$ cat src/hdl/csc_pkg.sv
// Constants for the clock source and clock output block.
// Assumes a 40 MHz system clock and a 32-bit APB master.
package csc_pkg;
  // ==========================================================
  // Clock and oscillator rates
  localparam int CLK_KHZ = 40000;
  localparam int RC_KHZ = 6000;
  localparam logic [15:0] RC_STEP = RC_KHZ[15:0];
  localparam logic [15:0] RC_WRAP = CLK_KHZ[15:0];
  // ==========================================================
  // Wake-up stability counts, in oscillator clocks
  localparam logic [10:0] WARM_XTAL = 11'h400;
  localparam logic [10:0] WARM_RC_EXT = 11'h100;
  // ==========================================================
  // Divider and clock output figures
  localparam logic [9:0] DIV_BASE = 10'h001;
  localparam logic [1:0] CKOUT_HALF = 2'h2;
  // ==========================================================
  // APB register byte offsets
  localparam logic [7:0] ADDR_PORT2_MODE_REG1 = 8'h00;
  localparam logic [7:0] ADDR_CPU_CLOCK_DIVIDER = 8'h04;
  localparam logic [7:0] ADDR_STAT = 8'h08;
  // ==========================================================
  // Field positions
  localparam int CKOUT_EN_BIT = 6;
  localparam int ST_MODE_LSB = 0;
  localparam int ST_CLASSIC_BIT = 3;
  localparam int ST_RUN_BIT = 4;
  localparam int ST_WARM_BIT = 5;
  localparam int ST_CKOUT_BIT = 6;
  localparam logic [7:0] PORT2_MODE_REG1_RST = 8'h00;
  localparam logic [7:0] CPU_CLOCK_DIVIDER_RST = 8'h00;
  // ==========================================================
  // Oscillator options, fixed at programming time
  typedef enum logic [2:0] {
    CSC_OSC_LF = 3'h0,
    CSC_OSC_MF = 3'h1,
    CSC_OSC_HF = 3'h2,
    CSC_OSC_RC = 3'h3,
    CSC_OSC_EXT = 3'h4
  } csc_osc_t;
  typedef enum logic [1:0] {
    CSC_RUN,
    CSC_STOPPED,
    CSC_WARMUP
  } csc_pwr_t;
endpackage : csc_pkg

$ cat src/hdl/csc_clock_ctrl.sv
// Clock source selection, CPU clock division and clock output.
// Assumes the oscillator option and classic timing come from
// non-volatile configuration, and that pin levels arrive unsynced.
`timescale 1ns/10ps
module csc_clock_ctrl (
  // Clock and reset
  input wire logic clk_i,
  input wire logic sys_rst_i,
  // Non-volatile configuration
  input wire csc_pkg::csc_osc_t cfg_osc_i,
  input wire logic cfg_classic_i,
  // Power control from the core
  input wire logic power_down_i,
  input wire logic idle_i,
  // APB slave
  input wire logic psel_i,
  input wire logic penable_i,
  input wire logic pwrite_i,
  input wire logic [7:0] paddr_i,
  input wire logic [31:0] pwdata_i,
  output logic [31:0] prdata_o,
  output logic pready_o,
  output logic pslverr_o,
  // Port 2 logic for the shared bits
  input wire logic port_p20_dout_i,
  input wire logic port_p20_den_i,
  input wire logic port_p21_dout_i,
  input wire logic port_p21_den_i,
  output logic port_p20_din_o,
  output logic port_p21_din_o,
  // Oscillator pins
  input wire logic osc_out_port_pin_i,
  output logic osc_out_port_pin_o,
  output logic osc_out_port_pin_oe_o,
  input wire logic osc_in_port_pin_i,
  output logic osc_in_port_pin_o,
  output logic osc_in_port_pin_oe_o,
  // CPU clock and wake status
  output logic cpu_tick_o,
  output logic cpu_run_o
);
  import csc_pkg::*;

  // ==========================================================
  // State
  typedef struct packed {
    logic cfg_done;
    csc_osc_t osc_mode;
    logic classic;
    logic [7:0] port2_mode_reg1;
    logic [7:0] cpu_clock_divider;
    csc_pwr_t pwr;
    logic [10:0] warm_cnt;
    logic [1:0] s1;
    logic [1:0] s2;
    logic [1:0] s3;
    logic [1:0] lvl;
    logic [15:0] rc_acc;
    logic osc_tick;
    logic [10:0] div_cnt;
    logic cpu_tick;
    logic [1:0] ck_cnt;
    logic ck_lvl;
    logic ckout_drv;
    logic out_o;
    logic out_oe;
    logic in_o;
    logic in_oe;
    logic p20_din;
    logic p21_din;
    logic pready;
    logic pslverr;
    logic [31:0] prdata;
    logic run;
  } csc_state_t;

  csc_state_t st_r;
  csc_state_t st_nxt;

  // Crystal options take both pins for the amplifier
  function automatic logic is_xtal(input csc_osc_t m);
    is_xtal = (m == CSC_OSC_LF) || (m == CSC_OSC_MF) || (m == CSC_OSC_HF);
  endfunction : is_xtal

  // CPU period in oscillator clocks; 11 bits so 512 doubled fits
  function automatic logic [10:0] cpu_period(input logic [7:0] n,
                                             input logic cl);
    logic [10:0] p;
    p = (n == 8'h00) ? {1'b0, DIV_BASE} : {2'b00, n, 1'b0} + 11'h002;
    cpu_period = cl ? {p[9:0], 1'b0} : p;
  endfunction : cpu_period

  logic apb_acc;
  logic [15:0] rc_sum;
  logic ext_rise;
  logic [10:0] period;
  logic ckout_ok;
  assign apb_acc = psel_i && penable_i;
  assign rc_sum = st_r.rc_acc + RC_STEP;
  assign ext_rise = (st_r.s2[0] == st_r.s3[0]) && st_r.s3[0] && !st_r.lvl[0];
  assign period = cpu_period(st_r.cpu_clock_divider, st_r.classic);
  assign ckout_ok = (st_r.osc_mode == CSC_OSC_RC) ||
                    (st_r.osc_mode == CSC_OSC_EXT);

  // ==========================================================
  // Next-state logic
  always_comb begin
    st_nxt = st_r;
    // Configuration latched once, after reset release
    if (!st_r.cfg_done) begin
      st_nxt.cfg_done = 1'b1;
      st_nxt.osc_mode = cfg_osc_i;
      st_nxt.classic = cfg_classic_i;
    end
    // Pin synchronisers; bit 0 osc input, bit 1 osc output pin
    st_nxt.s1 = {osc_out_port_pin_i, osc_in_port_pin_i};
    st_nxt.s2 = st_r.s1;
    st_nxt.s3 = st_r.s2;
    for (int i = 0; i < 2; i++) begin
      if (st_r.s2[i] == st_r.s3[i]) begin
        st_nxt.lvl[i] = st_r.s3[i];
      end
    end
    // Oscillator tick: RC from a rate accumulator, else from input pin
    st_nxt.osc_tick = 1'b0;
    if (st_r.pwr == CSC_STOPPED) begin
      st_nxt.rc_acc = 16'h0000;
    end else if (st_r.osc_mode == CSC_OSC_RC) begin
      if (rc_sum >= RC_WRAP) begin
        st_nxt.rc_acc = rc_sum - RC_WRAP;
        st_nxt.osc_tick = 1'b1;
      end else begin
        st_nxt.rc_acc = rc_sum;
      end
    end else begin
      // No edge, no tick: a stopped source simply halts the CPU
      st_nxt.osc_tick = ext_rise;
    end
    // Power down and oscillator warm-up
    st_nxt.cpu_tick = 1'b0;
    unique case (st_r.pwr)
      CSC_RUN: begin
        if (power_down_i) begin
          st_nxt.pwr = CSC_STOPPED;
        end else if (st_r.osc_tick) begin
          if (st_r.div_cnt >= period - 11'h001) begin
            st_nxt.div_cnt = 11'h000;
            st_nxt.cpu_tick = 1'b1;
          end else begin
            st_nxt.div_cnt = st_r.div_cnt + 11'h001;
          end
        end
      end
      CSC_STOPPED: begin
        if (!power_down_i) begin
          st_nxt.pwr = CSC_WARMUP;
          st_nxt.warm_cnt = 11'h000;
        end
      end
      CSC_WARMUP: begin
        if (st_r.osc_tick) begin
          st_nxt.warm_cnt = st_r.warm_cnt + 11'h001;
          if (st_r.warm_cnt + 11'h001 ==
              (is_xtal(st_r.osc_mode) ? WARM_XTAL : WARM_RC_EXT)) begin
            st_nxt.pwr = CSC_RUN;
            st_nxt.div_cnt = 11'h000;
          end
        end
      end
    endcase
    // Run status kept in its own flop so the output is registered
    st_nxt.run = (st_nxt.pwr == CSC_RUN);
    // Clock output: toggles every third CPU tick; Idle does not gate it
    st_nxt.ckout_drv = st_r.cfg_done && ckout_ok &&
                       st_r.port2_mode_reg1[CKOUT_EN_BIT] &&
                       (st_r.pwr != CSC_STOPPED);
    if (!st_nxt.ckout_drv) begin
      st_nxt.ck_cnt = 2'h0;
      st_nxt.ck_lvl = 1'b0;
    end else if (st_r.cpu_tick) begin
      if (st_r.ck_cnt == CKOUT_HALF) begin
        st_nxt.ck_cnt = 2'h0;
        st_nxt.ck_lvl = !st_r.ck_lvl;
      end else begin
        st_nxt.ck_cnt = st_r.ck_cnt + 2'h1;
      end
    end
    // Pin muxing between oscillator and port 2 functions
    if (!st_r.cfg_done || is_xtal(st_r.osc_mode)) begin
      st_nxt.out_o = 1'b0;
      st_nxt.out_oe = 1'b0;
      st_nxt.in_o = 1'b0;
      st_nxt.in_oe = 1'b0;
      st_nxt.p20_din = 1'b0;
      st_nxt.p21_din = 1'b0;
    end else begin
      st_nxt.out_o = st_nxt.ckout_drv ? st_nxt.ck_lvl : port_p20_dout_i;
      st_nxt.out_oe = st_nxt.ckout_drv || port_p20_den_i;
      st_nxt.p20_din = st_r.lvl[1];
      // In external mode the input pin carries the clock
      st_nxt.in_o = (st_r.osc_mode == CSC_OSC_RC) && port_p21_dout_i;
      st_nxt.in_oe = (st_r.osc_mode == CSC_OSC_RC) && port_p21_den_i;
      st_nxt.p21_din = (st_r.osc_mode == CSC_OSC_RC) && st_r.lvl[0];
    end
    // APB: one wait state, answer on the second access cycle
    st_nxt.pready = apb_acc && !st_r.pready;
    st_nxt.pslverr = 1'b0;
    st_nxt.prdata = 32'h0000_0000;
    if (apb_acc && !st_r.pready) begin
      unique case (paddr_i)
        ADDR_PORT2_MODE_REG1: st_nxt.prdata[7:0] = st_r.port2_mode_reg1;
        ADDR_CPU_CLOCK_DIVIDER: st_nxt.prdata[7:0] = st_r.cpu_clock_divider;
        ADDR_STAT: begin
          st_nxt.prdata[ST_MODE_LSB +: 3] = st_r.osc_mode;
          st_nxt.prdata[ST_CLASSIC_BIT] = st_r.classic;
          st_nxt.prdata[ST_RUN_BIT] = st_r.pwr == CSC_RUN;
          st_nxt.prdata[ST_WARM_BIT] = st_r.pwr == CSC_WARMUP;
          st_nxt.prdata[ST_CKOUT_BIT] = st_r.ckout_drv;
        end
        default: st_nxt.pslverr = 1'b1;
      endcase
      if (pwrite_i && (paddr_i == ADDR_STAT)) begin
        st_nxt.pslverr = 1'b1;
      end
    end
    // Writes land on the edge that completes the transfer
    if (apb_acc && st_r.pready && pwrite_i) begin
      if (paddr_i == ADDR_PORT2_MODE_REG1) begin
        st_nxt.port2_mode_reg1 = pwdata_i[7:0];
      end
      if (paddr_i == ADDR_CPU_CLOCK_DIVIDER) begin
        st_nxt.cpu_clock_divider = pwdata_i[7:0];
      end
    end
  end

  // ==========================================================
  // State register
  always_ff @(posedge clk_i) begin
    if (sys_rst_i) begin
      st_r <= '0;
      st_r.osc_mode <= CSC_OSC_LF;
      st_r.pwr <= CSC_RUN;
      st_r.run <= 1'b1;
      st_r.port2_mode_reg1 <= PORT2_MODE_REG1_RST;
      st_r.cpu_clock_divider <= CPU_CLOCK_DIVIDER_RST;
    end else begin
      st_r <= st_nxt;
    end
  end

  // Outputs straight from the state flops
  assign prdata_o = st_r.prdata;
  assign pready_o = st_r.pready;
  assign pslverr_o = st_r.pslverr;
  assign port_p20_din_o = st_r.p20_din;
  assign port_p21_din_o = st_r.p21_din;
  assign osc_out_port_pin_o = st_r.out_o;
  assign osc_out_port_pin_oe_o = st_r.out_oe;
  assign osc_in_port_pin_o = st_r.in_o;
  assign osc_in_port_pin_oe_o = st_r.in_oe;
  assign cpu_tick_o = st_r.cpu_tick;
  assign cpu_run_o = st_r.run;

  // ==========================================================
  // Assertions
  a_cfg_frozen: assert property (@(posedge clk_i) disable iff (sys_rst_i)
    $past(st_r.cfg_done) |-> $stable(st_r.osc_mode))
    else $error("oscillator option changed at run time");
  a_rc_rate: assert property (@(posedge clk_i) disable iff (sys_rst_i)
    st_r.osc_tick && st_r.osc_mode == CSC_OSC_RC |=> !st_r.osc_tick [*5])
    else $error("RC tick faster than 6 MHz");
  a_clkout_gate: assert property (@(posedge clk_i) disable iff (sys_rst_i)
    st_r.ckout_drv |-> ckout_ok && $past(st_r.port2_mode_reg1[CKOUT_EN_BIT]))
    else $error("clock output without enable or allowed mode");
  a_clkout_sixth: assert property (@(posedge clk_i) disable iff (sys_rst_i)
    st_r.ckout_drv && st_r.cpu_tick && st_r.ck_cnt != CKOUT_HALF
    ##1 st_r.ckout_drv |-> $stable(st_r.ck_lvl))
    else $error("clock output toggled early");
  a_xtal_pins: assert property (@(posedge clk_i) disable iff (sys_rst_i)
    st_r.cfg_done && is_xtal(st_r.osc_mode) |=>
    !osc_out_port_pin_oe_o && !osc_in_port_pin_oe_o && !port_p20_din_o)
    else $error("port function on crystal pins");
  a_div_spacing: assert property (@(posedge clk_i) disable iff (sys_rst_i)
    st_r.cpu_tick && st_r.cpu_clock_divider != 8'h00 |=> !st_r.cpu_tick [*3])
    else $error("CPU clock divided by less than four");
  a_classic_half: assert property (@(posedge clk_i) disable iff (sys_rst_i)
    st_r.cpu_tick && st_r.classic |=> !st_r.cpu_tick)
    else $error("classic timing not halved");
  a_wake_wait: assert property (@(posedge clk_i) disable iff (sys_rst_i)
    st_r.pwr == CSC_STOPPED && !power_down_i |=>
    st_r.pwr == CSC_WARMUP && st_r.warm_cnt == 11'h000 ##1 !cpu_tick_o)
    else $error("wake without oscillator warm-up");
  a_port_release: assert property (@(posedge clk_i) disable iff (sys_rst_i)
    st_r.cfg_done && st_r.osc_mode == CSC_OSC_EXT && !st_nxt.ckout_drv |=>
    osc_out_port_pin_oe_o == $past(port_p20_den_i))
    else $error("output pin not returned to port");
  a_stop_quiet: assert property (@(posedge clk_i) disable iff (sys_rst_i)
    st_r.pwr == CSC_STOPPED |=> !st_r.ckout_drv && !st_r.ck_lvl)
    else $error("clock output in power down");
  a_idle_clkout: assert property (@(posedge clk_i) disable iff (sys_rst_i)
    idle_i && st_r.cfg_done && ckout_ok && st_r.port2_mode_reg1[CKOUT_EN_BIT] &&
    st_r.pwr != CSC_STOPPED |=> st_r.ckout_drv)
    else $error("clock output stopped in idle");
endmodule : csc_clock_ctrl

$ cat config.mk
export PLATFORM = sky130hd
export DESIGN_NAME = csc_clock_ctrl
export DESIGN_NICKNAME = d
export VERILOG_FILES = /design/src/hdl/csc_pkg.sv /design/src/hdl/csc_clock_ctrl.sv
export SDC_FILE = /design/constraint.sdc
export NUM_CORES = 1
export LEC_CHECK = 0
export BUFFER_PORTS_ARGS = -buffer_cell sky130_fd_sc_hd__clkbuf_2
export CORE_MARGIN = 2
export CORE_UTILIZATION = 50
export CTS_BUF_LIST = sky130_fd_sc_hd__clkbuf_16
export CTS_CLUSTER_DIAMETER = 100
export DETAILED_ROUTE_END_ITERATION = 16
export PLACE_DENSITY = 0.78
export SLEW_MARGIN = 5
export SYNTH_ARGS = -nofsm -noshare
export SYNTH_HDL_FRONTEND = slang
export SYNTH_SLANG_ARGS = --single-unit
$ cat constraint.sdc
create_clock -name clk_i -period 7.1 [get_ports clk_i]
set_clock_uncertainty 0.2 [all_clocks]
set_input_delay 0.71 -clock clk_i [delete_from_list [all_inputs] [get_ports clk_i]]
set_output_delay 0.71 -clock clk_i [all_outputs]
set_load 0.01 [all_outputs]
==> results of run 1 <==
[per-layer routing]
metal | routed length [µm] | up-vias | part of all wire, % | global-route usage, %
met3 | 764 | 18 | 6.2 | 3.148
met1 | 5330 | 2327 | 44 | 27.34
met2 | 5941 | 180 | 49 | 36.79
li1 | - | 2398 | - | -
met5 | 0 | - | 0 | 0
met4 | 197 | 0 | 1.6 | 7.143
[how the worst max path moves through the flow]
| stage | startpoint | end | slack, ns | depth (start not counted) |
|---|---|---|---|---|
| 2_1_floorplan | st_r[95]$_SDFFE_PP0P_ | st_r[52]$_SDFFE_PP0P_ | 3.03 | 20 |
| 3_3_place_gp | st_r[95]$_SDFFE_PP0P_ | st_r[49]$_SDFFE_PP0P_ | 2.71 | 19 |
| 3_5_place_dp | st_r[95]$_SDFFE_PP0P_ | st_r[52]$_SDFFE_PP0P_ | 2.42 | 19 |
| 4_1_cts | st_r[95]$_SDFFE_PP0P_ | st_r[52]$_SDFFE_PP0P_ | 2.38 | 19 |
| 5_1_grt | st_r[95]$_SDFFE_PP0P_ | st_r[52]$_SDFFE_PP0P_ | 1.96 | 19 |
| 6_report | st_r[95]$_SDFFE_PP0P_ | st_r[49]$_SDFFE_PP0P_ | 2.31 | 19 |
[cell usage after synthesis (7+ instances only)]
master / n / area (µm²)
nor2_1: 92 / 345.3
dfxtp_1: 88 / 1762
nand2_1: 59 / 221.5
a21oi_1: 45 / 225.2
mux2i_1: 36 / 360.4
buf_4: 33 / 247.7
o21ai_0: 33 / 165.2
clkbuf_1: 25 / 93.84
ha_1: 24 / 300.3
nand3_1: 24 / 120.1
inv_1: 22 / 82.58
nor3_1: 15 / 75.07
nor2b_1: 13 / 81.33
and3_1: 12 / 75.07
or3_1: 10 / 62.56
xnor2_1: 10 / 87.58
and2_1: 8 / 50.05
nand2b_1: 8 / 50.05
nand4_1: 8 / 50.05
xor2_1: 8 / 70.07
a211oi_1: 7 / 52.55
o31ai_1: 7 / 52.55
[power groups by stage]
stage	clock [W]	combinational (W)	sequential, W
floorplan	0	0.0000603	0.000514
global route	0.000522	0.0000799	0.000507
detailed placement	0	0.0000705	0.000517
finish	0.000496	0.0000715	0.000506
global placement	0	0.0000685	0.000517
CTS	0.000502	0.0000714	0.000506
[cell type report]
cell class | count | area, µm² | area share [%]
Multi-Input combinational cell | 531 | 3271 | 55.85
Sequential cell | 88 | 1762 | 30.09
Timing Repair Buffer | 51 | 260.3 | 4.444
Clock buffer | 9 | 225.2 | 3.846
Tap cell | 136 | 170.2 | 2.906
Clock inverter | 7 | 85.08 | 1.453
Inverter | 22 | 82.58 | 1.410
[through the flow]
stage                     worst slack [ns]  instance area (µm²)  util (%)
final                                2.314                 5856     56.22
after floorplan                      3.030                 5479         -
after detailed placement             2.418                 5545     53.24
after CTS                            2.380                 5856     56.22
after global routing                 1.957                 5856     56.22
after global placement               2.711                 5545     53.24
[worst register-to-register path, stage by stage, from the launching register on]
cell      delay (ns)
dfxtp_1         0.45
inv_1           0.11
ha_1            0.15
nor4b_1         0.32
and2_1          0.27
nor3_1          0.06
a21oi_1         0.14
ha_1            0.19
nor2b_1         0.26
and2_1          0.20
nand2_1         0.07
xnor2_1         0.21
ha_1            0.29
a211oi_1        0.29
nand2_1         0.14
a211oi_1        0.23
o21a_1          0.20
o21ai_1         0.23
or4b_1          0.55
a21oi_1         0.15
[cell usage in the layout (no fill, tap or decap), types with 7 or more instances in the layout]
| cell type | n |
|---|---|
| nor2_1 | 92 |
| dfxtp_1 | 88 |
| nand2_1 | 59 |
| clkbuf_2 | 49 |
| a21oi_1 | 45 |
| mux2i_1 | 36 |
| o21ai_0 | 33 |
| nand3_1 | 24 |
| ha_1 | 24 |
| conb_1 | 24 |
| inv_1 | 22 |
| nor3_1 | 15 |
| nor2b_1 | 13 |
| and3_1 | 12 |
| xnor2_1 | 10 |
| or3_1 | 10 |
| clkbuf_16 | 9 |
| nand2b_1 | 8 |
| xor2_1 | 8 |
| nand4_1 | 8 |
| and2_1 | 8 |
| o31ai_1 | 7 |
| a211oi_1 | 7 |
[cells by family after synthesis]
logic type,synth area share (%)
other,0.06954
DFF,32.67
adders and majority gates,5.568
buffers and inverters,8.283
xor gates and xnor gates,2.923
AOI/OAI and AO/OA,17.54
and+or+nand+nor,26.06
muxes,6.891
==> impl_results.md, run 1 <==
- Setup_tns: 0 ns
- Root Buffer: clkbuf_16
- Clock Tree Buf Depth: 2
- # setup viols final: 0
- First-pass GRT wire length: 20,330 µm
- Max reg flops: 66
- Die Ht: 107.9 µm
- Hold path cells: 1
- Net Sw Frac: 24.97%
- Slew @ Worst Pin: 1.179 ns
- Sw power: 0.0002680 W
- Synth Flop Type: dfxtp_1
- Worst path cell trace: inv_1 -> ha_1 -> nor4b_1 -> and2_1 -> nor3_1 -> a21oi_1 -> ha_1 -> nor2b_1 -> and2_1 -> nand2_1 -> xnor2_1 -> ha_1 -> a211oi_1 -> nand2_1 -> a211oi_1 -> o21a_1 -> o21ai_1 -> or4b_1 -> a21oi_1
- Max Cap Viol: 0
- Non-Filler Instances: 844
- Post-CTS sizing: 0
- Clock sinks: 88
- Io pins: 99
- TritonCTS clock tree: done
- Starting Density: 51.77%
- Initial DRC count: 457
- Hold bufs inserted after CTS: 0
- Rows: 37
- Power Density: 183.3 nW/µm²
- Fin crit period: 4.786 ns
- Worst reg2reg path depth: 19
- Critical path arrival: 4.85 ns
- Via Count: 4,923
- Final slew viol count: 0
- Max Freq: 0.2089 GHz
- Top fanout value on the critical path: 13
- Post-CTS Setup Repair Bufs: 0
- Vias in the first global route: 4,487
- Gate power share: 6.7%
- Antenna Violating Nets Remaining: 0
- Core area: 10,420 µm²
- Synth Instances: 681
- Reg2reg setup slack: 2.31 ns
- GRT Total Usage: 21.39%
- Ys Warns: 0
- Largest net degree at the start of global routing: 51
- Hold Crit Class: reg -> reg
- DP HPWL: 8836 µm
- Synth Cell Area: 5393 µm²
- Reg2reg end: st_r[49]$_SDFFE_PP0P_
- Largest Register: st_r
- Crit path capture type: register
- Cell internal pwr: 0.0008051 W
- Sequential area share after synthesis: 32.67%
- Clock power share: 46.2%
- Hold Path End: st_nxt[76]$_SDFF_PP0_
- Hold Violations, Final: 0
- Synth unique cells: 72
- Final Power: 0.001073 W
- Worst-path clk slew: 0.07 ns
- Placer congestion estimate: 0.8633
- RSZ-0062 raised after global routing: false
- Sequential Power Share: 47.2%
- Inst Count DP: 828
- Fraction of layout cells with a size suffix above 1: 11.44%
- Synthesis-stage register bit count: 88
- Fillers: 942
- Post-synth ARST share: 0%
- LEAKAGE: 2.444 nW
- ANT cells: 0
- Worst slew margin: 21.08%
- Critical path class: reg -> reg
- Die area: 11,630 µm²
- Die X-Extent: 107.9 µm
- Antenna violations before repair: 0
- CP max stage delay: 0.55 ns
- Critical Path RT: 7.17 ns
- Post-route DRC violation count: 0
- Critical Path Start Type: register
- Final net count: 784
- Grt total ovfl: 0
- Clock Latency Late Sink: 0.34 ns
- Routed wire per std cell: 14.50 µm
- Worst reg2reg startpoint: st_r[95]$_SDFFE_PP0P_
- CTS Buf Count: 9
- Period utilization: 67.41%
- Hold Slack: 0.2429 ns
- Critical path's slowest cell: or4b_1
- Average cell area after synthesis: 7.919 µm²
- I/O Buffers: 49
- Most used cell, CP: ha_1
- Status: finished, final reports clean
- Layout area overhead: 8.585%
- Vias/cell: 5.833
- CTS H-tree lvls: 3
- Peak VDD IR: 0.1528 mV
- Worst Path Buf+Inv: 1
- Pre-antenna DRT Iters: 5
- EDFF count, synth: 0
- Routed WL: 12,230 µm
- Largest delay share family, worst path: simple AND/OR/NAND/NOR gates
- Hold_sp: st_nxt[78]$_SDFF_PP0_
Power figures use the tool's default switching activity.
==> inputs of run 2 (changes only) <==
==> constraint.sdc (replaced) <==
create_clock -name clk_i -period 4.8 [get_ports clk_i]
set_clock_uncertainty 0.2 [all_clocks]
set_input_delay 0.48 -clock clk_i [delete_from_list [all_inputs] [get_ports clk_i]]
set_output_delay 0.48 -clock clk_i [all_outputs]
set_load 0.01 [all_outputs]
==> run 2 against run 1 <==
  * Non-clock buffer count rose by 2
  * Setup slack got worse by 1.9 ns
  * Combinational power rose by 50%
  * Critical path depth fell by 2
  * First-iteration DRC count fell by 16%
  * Sequential share of layout area fell by 0.071 points
  * Largest cell class unchanged
==> impl_results.md, run 2 (synthesis results as in run 1) <==
- Status: finished, final reports clean
- Critical path class: reg -> reg
- Routed wire per std cell: 14.33 µm (-1.1%)
- Hold Crit Class: in -> reg
- Critical path arrival: 4.43 ns (-0.42 ns)
- RSZ-0062 raised after global routing: false
- TritonCTS clock tree: done
- Vias in the first global route: 4,445 (-0.94%)
- Fraction of layout cells with a size suffix above 1: 12.11% (+0.67 points)
- Clock Latency Late Sink: 0.35 ns (about the same)
- CTS H-tree lvls: 3 (unchanged)
- Period utilization: 90.87% (+23 points)
- Initial DRC count: 386 (-16%)
- Die area: 11,630 µm² (unchanged)
- Worst slew margin: 21.24% (+0.16 points)
- Worst-path clk slew: 0.07 ns (about the same)
- Fin crit period: 4.362 ns (-0.4245 ns)
- Vias/cell: 5.716 (-2.0%)
- Rows: 37 (unchanged)
- Max reg flops: 66 (unchanged)
- Max Freq: 0.2293 GHz (+9.7%)
- # setup viols final: 0 (unchanged)
- CTS Buf Count: 9 (unchanged)
- Power Density: 264.8 nW/µm² (+45%)
- DP HPWL: 8840 µm (about the same)
- LEAKAGE: 2.455 nW (+0.46%)
- Pre-antenna DRT Iters: 5 (unchanged)
- Io pins: 99 (unchanged)
- Critical Path RT: 4.87 ns (-2.30 ns)
- ANT cells: 0 (unchanged)
- Antenna violations before repair: 0 (unchanged)
- Most frequent cells in the layout: nor2_1, dfxtp_1, nand2_1
- Commonest non-fill, non-tap cell in the layout: nor2_1
- Die X-Extent: 107.9 µm (unchanged)
- Critical Path Start Type: register
- Setup_tns: 0 ns (unchanged)
- Storage cell area: 1762 µm² (unchanged)
- I/O Buffers: 49 (unchanged)
- Root Buffer: clkbuf_16
- Largest net degree at the start of global routing: 41 (-20%)
- Top fanout value on the critical path: 9 (-4)
- Largest Register: st_r
- Final Power: 0.001554 W (+45%)
- Core area: 10,420 µm² (unchanged)
- Fillers: 949 (+0.74%)
- Max Cap Viol: 0 (unchanged)
- Starting Density: 51.77% (unchanged)
- Layout area overhead: 8.840%
- Hold Slack: 0.1352 ns (-0.1076 ns)
- Grt total ovfl: 0 (unchanged)
- Non-Filler Instances: 846 (+0.24%)
- Hold bufs inserted after CTS: 0 (unchanged)
- Crit path capture type: register
- Antenna Violating Nets Remaining: 0 (unchanged)
- Slew @ Worst Pin: 1.172 ns (-0.007756 ns)
- Footprint of the multi-input gates: 3284 µm² (+0.42%)
- Inst Count DP: 830 (+0.24%)
- Peak VDD IR: 0.1948 mV (+27%)
- GRT Total Usage: 21.32% (-0.074 points)
- Final slew viol count: 0 (unchanged)
- First-pass GRT wire length: 20,050 µm (-1.4%)
- Hold Violations, Final: 0 (unchanged)
- Post-route DRC violation count: 0 (unchanged)
- Placer congestion estimate: 0.8799 (+1.9%)
- Final net count: 786 (+0.26%)
- Routed WL: 12,120 µm (-0.90%)
- Clock Tree Buf Depth: 2 (unchanged)
- Die Ht: 107.9 µm (unchanged)
- Clock sinks: 88 (unchanged)
- Dpl ws: 0.3499 ns (-2.068 ns)
- Worst Setup Slack, final: 0.4384 ns (-1.876 ns)
- Via Count: 4,836 (-1.8%)
-- run 2: metrics by stage --
step,utilization (%),instance area [µm²]
6_report,56.35,5869
3_3_place_gp,53.38,5560
5_1_grt,56.35,5869
4_1_cts,56.22,5856
2_1_floorplan,-,5479
3_5_place_dp,53.38,5560
-- run 2: worst max-delay path: stages (launching register included) --
cell,delay [ns]
dfxtp_1,0.46
ha_1,0.26
nand3_2,0.18
nor2_1,0.16
a21boi_0,0.12
o21ai_1,0.24
nor3b_1,0.28
nand2_1,0.11
nor3_1,0.22
xnor2_1,0.16
ha_1,0.27
a21oi_1,0.19
nand2_1,0.10
a211oi_1,0.23
o21a_1,0.19
o21ai_1,0.22
or4b_1,0.52
a21oi_1,0.16
-- run 2: power breakdown --
| part | internal [W] | switching (W) |
|---|---|---|
| sequential | 0.000738 | 0.00000977 |
| clock | 0.000369 | 0.000331 |
| combinational | 0.0000392 | 0.0000682 |
| total | 0.00115 | 0.000409 |
-- run 2: metal layers --
layer  GRT usage, %  vias up  routed length, µm
li1               -     2414                  -
met1          27.17     2240               5604
met2          34.95      159               5667
met3          4.177       23                620
met4          9.249        0                231
met5              0        -                  0
-- run 2: worst paths after layout --
kind,startpoint,end,depth (start not counted),slack (ns)
max,st_r[96]$_SDFFE_PP0P_,st_r[51]$_SDFFE_PP0P_,17,0.44
min,port_p20_den_i,osc_out_port_pin_oe_o$_SDFF_PP0_,3,0.14
min reg2reg,st_nxt[78]$_SDFF_PP0_,st_nxt[76]$_SDFF_PP0_,1,0.24
max reg2reg,st_r[96]$_SDFFE_PP0P_,st_r[51]$_SDFFE_PP0P_,17,0.44
-- run 2: layout make-up --
cell class | count | area share, %
repair buffers | 53 | 4.690
clock inverters | 7 | 1.194
well taps | 136 | 2.899
clock buffers | 9 | 3.837
flip-flops and latches | 88 | 30.01
inverters | 22 | 1.407
multi-input cells | 531 | 55.96
-- run 2: timing repair --
action | CTS | global route
gates resized for setup | 0 | 4
setup endpoints to repair | 0 | 11
buffers inserted | 0 | 0
==> inputs of run 3 (changes only) <==
--- a/config.mk
+++ b/config.mk
@@ -8,8 +8,8 @@
 export BUFFER_PORTS_ARGS = -buffer_cell sky130_fd_sc_hd__clkbuf_2
 export CORE_MARGIN = 2
 export CORE_UTILIZATION = 50
-export CTS_BUF_LIST = sky130_fd_sc_hd__clkbuf_16
 export CTS_CLUSTER_DIAMETER = 100
+export CTS_CLUSTER_SIZE = 20
 export DETAILED_ROUTE_END_ITERATION = 16
 export PLACE_DENSITY = 0.78
 export SLEW_MARGIN = 5
==> run 3 against run 2 <==
  * Worst hold slack got worse by 0.033 ns
  * Largest cell class unchanged
  * Routed wire length decreased by 0.30%
  * Final cell count unchanged
  * Global-route usage decreased by 0.24 points
  * Non-clock buffer count unchanged
  * Core utilization decreased by 1.0 points
==> impl_results.md, run 3 (synthesis results as in run 1) <==
- Critical path's slowest cell: or4b_1
- Largest net degree at the start of global routing: 41 (unchanged)
- Period utilization: 89.32% (-1.6 points)
- Status: finished, final reports clean
- Clock sinks: 88 (unchanged)
- Slew @ Worst Pin: 1.161 ns (-0.01095 ns)
- Crit path capture type: register
- Top fanout value on the critical path: 9 (unchanged)
- Hold path cells: 3 (unchanged)
- Post-CTS Setup Repair Bufs: 0 (unchanged)
- Core area: 10,420 µm² (unchanged)
- Critical Path RT: 4.90 ns (+0.03 ns)
- Rows: 37 (unchanged)
- Clock Tree Buf Depth: 2 (unchanged)
- Antenna Violating Nets Remaining: 0 (unchanged)
- # setup viols final: 0 (unchanged)
- Peak VDD IR: 0.1250 mV (-36%)
- Largest Register: st_r
- Critical path arrival: 4.39 ns (-0.04 ns)
- Hold Crit Class: in -> reg
- Max Cap Viol: 0 (unchanged)
- Worst path cell trace: ha_1 -> nand3_1 -> xnor2_1 -> nand2_1 -> o21ai_0 -> nor3b_1 -> nand2_1 -> nor3_1 -> xnor2_1 -> ha_1 -> a21oi_1 -> nand2_1 -> a211oi_1 -> o21a_1 -> o21ai_1 -> or4b_1 -> a21oi_1
- Power Density: 238.2 nW/µm² (-10%)
- Fraction of layout cells with a size suffix above 1: 12.11% (unchanged)
- DP HPWL: 8840 µm (unchanged)
- Final net count: 786 (unchanged)
- Fin crit period: 4.287 ns (-0.07450 ns)
- Vias/cell: 5.738 (+0.37%)
- Worst reg2reg path depth: 17 (unchanged)
- Post-route DRC violation count: 0 (unchanged)
- Clock Latency Late Sink: 0.37 ns (+0.02 ns)
- Final Power: 0.001373 W (-12%)
- Via Count: 4,854 (+0.37%)
- Placer congestion estimate: 0.8799 (unchanged)
- Fillers: 957 (+0.84%)
- Pre-antenna DRT Iters: 5 (unchanged)
- Die area: 11,630 µm² (unchanged)
- Hold Violations, Final: 0 (unchanged)
- Setup_tns: 0 ns (unchanged)
- Fin util: 55.34% (-1.0 points)
- Max reg flops: 66 (unchanged)
- Layout area overhead: 6.891%
- Routed wire per std cell: 14.29 µm (-0.30%)
- Die X-Extent: 107.9 µm (unchanged)
- ANT cells: 0 (unchanged)
- Most frequent cells in the layout: nor2_1, dfxtp_1, nand2_1
- GRT Total Usage: 21.08% (-0.24 points)
- Starting Density: 51.77% (unchanged)
- Vias in the first global route: 4,441 (-0.090%)
- First-pass GRT wire length: 19,790 µm (-1.3%)
- Commonest non-fill, non-tap cell in the layout: nor2_1
- Max Freq: 0.2333 GHz (+1.7%)
- Antenna violations before repair: 0 (unchanged)
- Root Buffer: clkbuf_8
- Hold Slack: 0.1027 ns (-0.03257 ns)
- Io pins: 99 (unchanged)
- I/O Buffers: 49 (unchanged)
- TritonCTS clock tree: done
- CP max stage delay: 0.52 ns (about the same)
- Die Ht: 107.9 µm (unchanged)
- Most used cell, CP: nand2_1
- CTS Buf Count: 9 (unchanged)
- Routed WL: 12,090 µm (-0.30%)
- Final slew viol count: 0 (unchanged)
- LEAKAGE: 2.410 nW (-1.9%)
- Worst slew margin: 21.97% (+0.74 points)
- CTS H-tree lvls: 3 (unchanged)
- Critical path class: reg -> reg
- Grt total ovfl: 0 (unchanged)
- Worst-path clk slew: 0.11 ns (+0.04 ns)
- RSZ-0062 raised after global routing: false
- Initial DRC count: 345 (-11%)
- Critical Path Start Type: register
[run 3: cell counts in the layout (fill, tap and decap cells not counted)]
No cell type changed its count.
[run 3: layout make-up]
cell class              instances  area (µm²)  area share, %
repair buffers                 53       275.3          4.775
well taps                     136       170.2          2.952
flip-flops and latches         88        1763          30.58
clock buffers                   9       123.9          2.149
clock inverters                 7       70.07          1.216
inverters                      22       82.58          1.433
multi-input cells             531        3279          56.89
[run 3: metal layers]
layer  vias up  global-route usage [%]  wire length, µm
li1       2404                       -                -
met1      2253                   26.99             5477
met2       178                   34.77             5627
met3        19                   3.874              749
met4         0                   8.791              233
met5         -                       0                0
[run 3: metrics by stage]
step                setup slack (ns)  cell area (µm²)  instances
floorplan                     0.7302             5479        704
global placement              0.5092             5560        830
finish                        0.5129             5764        846
global route                 0.09408             5764        846
CTS                           0.2955             5754        846
detailed placement            0.3499             5560        830
[run 3: final timing paths]
path,from,to,slack [ns]
hold / removal,port_p20_den_i,osc_out_port_pin_oe_o$_SDFF_PP0_,0.10
setup / recovery,st_r[96]$_SDFFE_PP0P_,st_r[51]$_SDFFE_PP0P_,0.51
hold reg to reg,st_nxt[78]$_SDFF_PP0_,st_nxt[76]$_SDFF_PP0_,0.24
setup reg to reg,st_r[96]$_SDFFE_PP0P_,st_r[51]$_SDFFE_PP0P_,0.51
[run 3: report_power, final]
| part | internal, W | switching (W) | leakage, nW | total (W) |
|---|---|---|---|---|
| sequential | 0.000738 | 0.00000967 | 0.712 | 0.000747 |
| clock | 0.000205 | 0.000313 | 0.0977 | 0.000518 |
| combinational | 0.0000392 | 0.0000683 | 1.60 | 0.000108 |
[run 3: critical path: cells and delay by family (launching register included)]
kind	cells	cell delay (ns)
flip-flops	1	0.41
AO/OA/AOI/OAI	6	1.18
adder cells (fa/ha/maj)	2	0.47
XOR/XNOR	2	0.36
AND/OR/NAND/NOR	7	1.58
[run 3: repair_timing]
item | 4_1_cts | 5_1_grt
hold buffers | 0 | 0
endpoints found under the setup margin | 0 | 11
gates resized for setup | 0 | 4
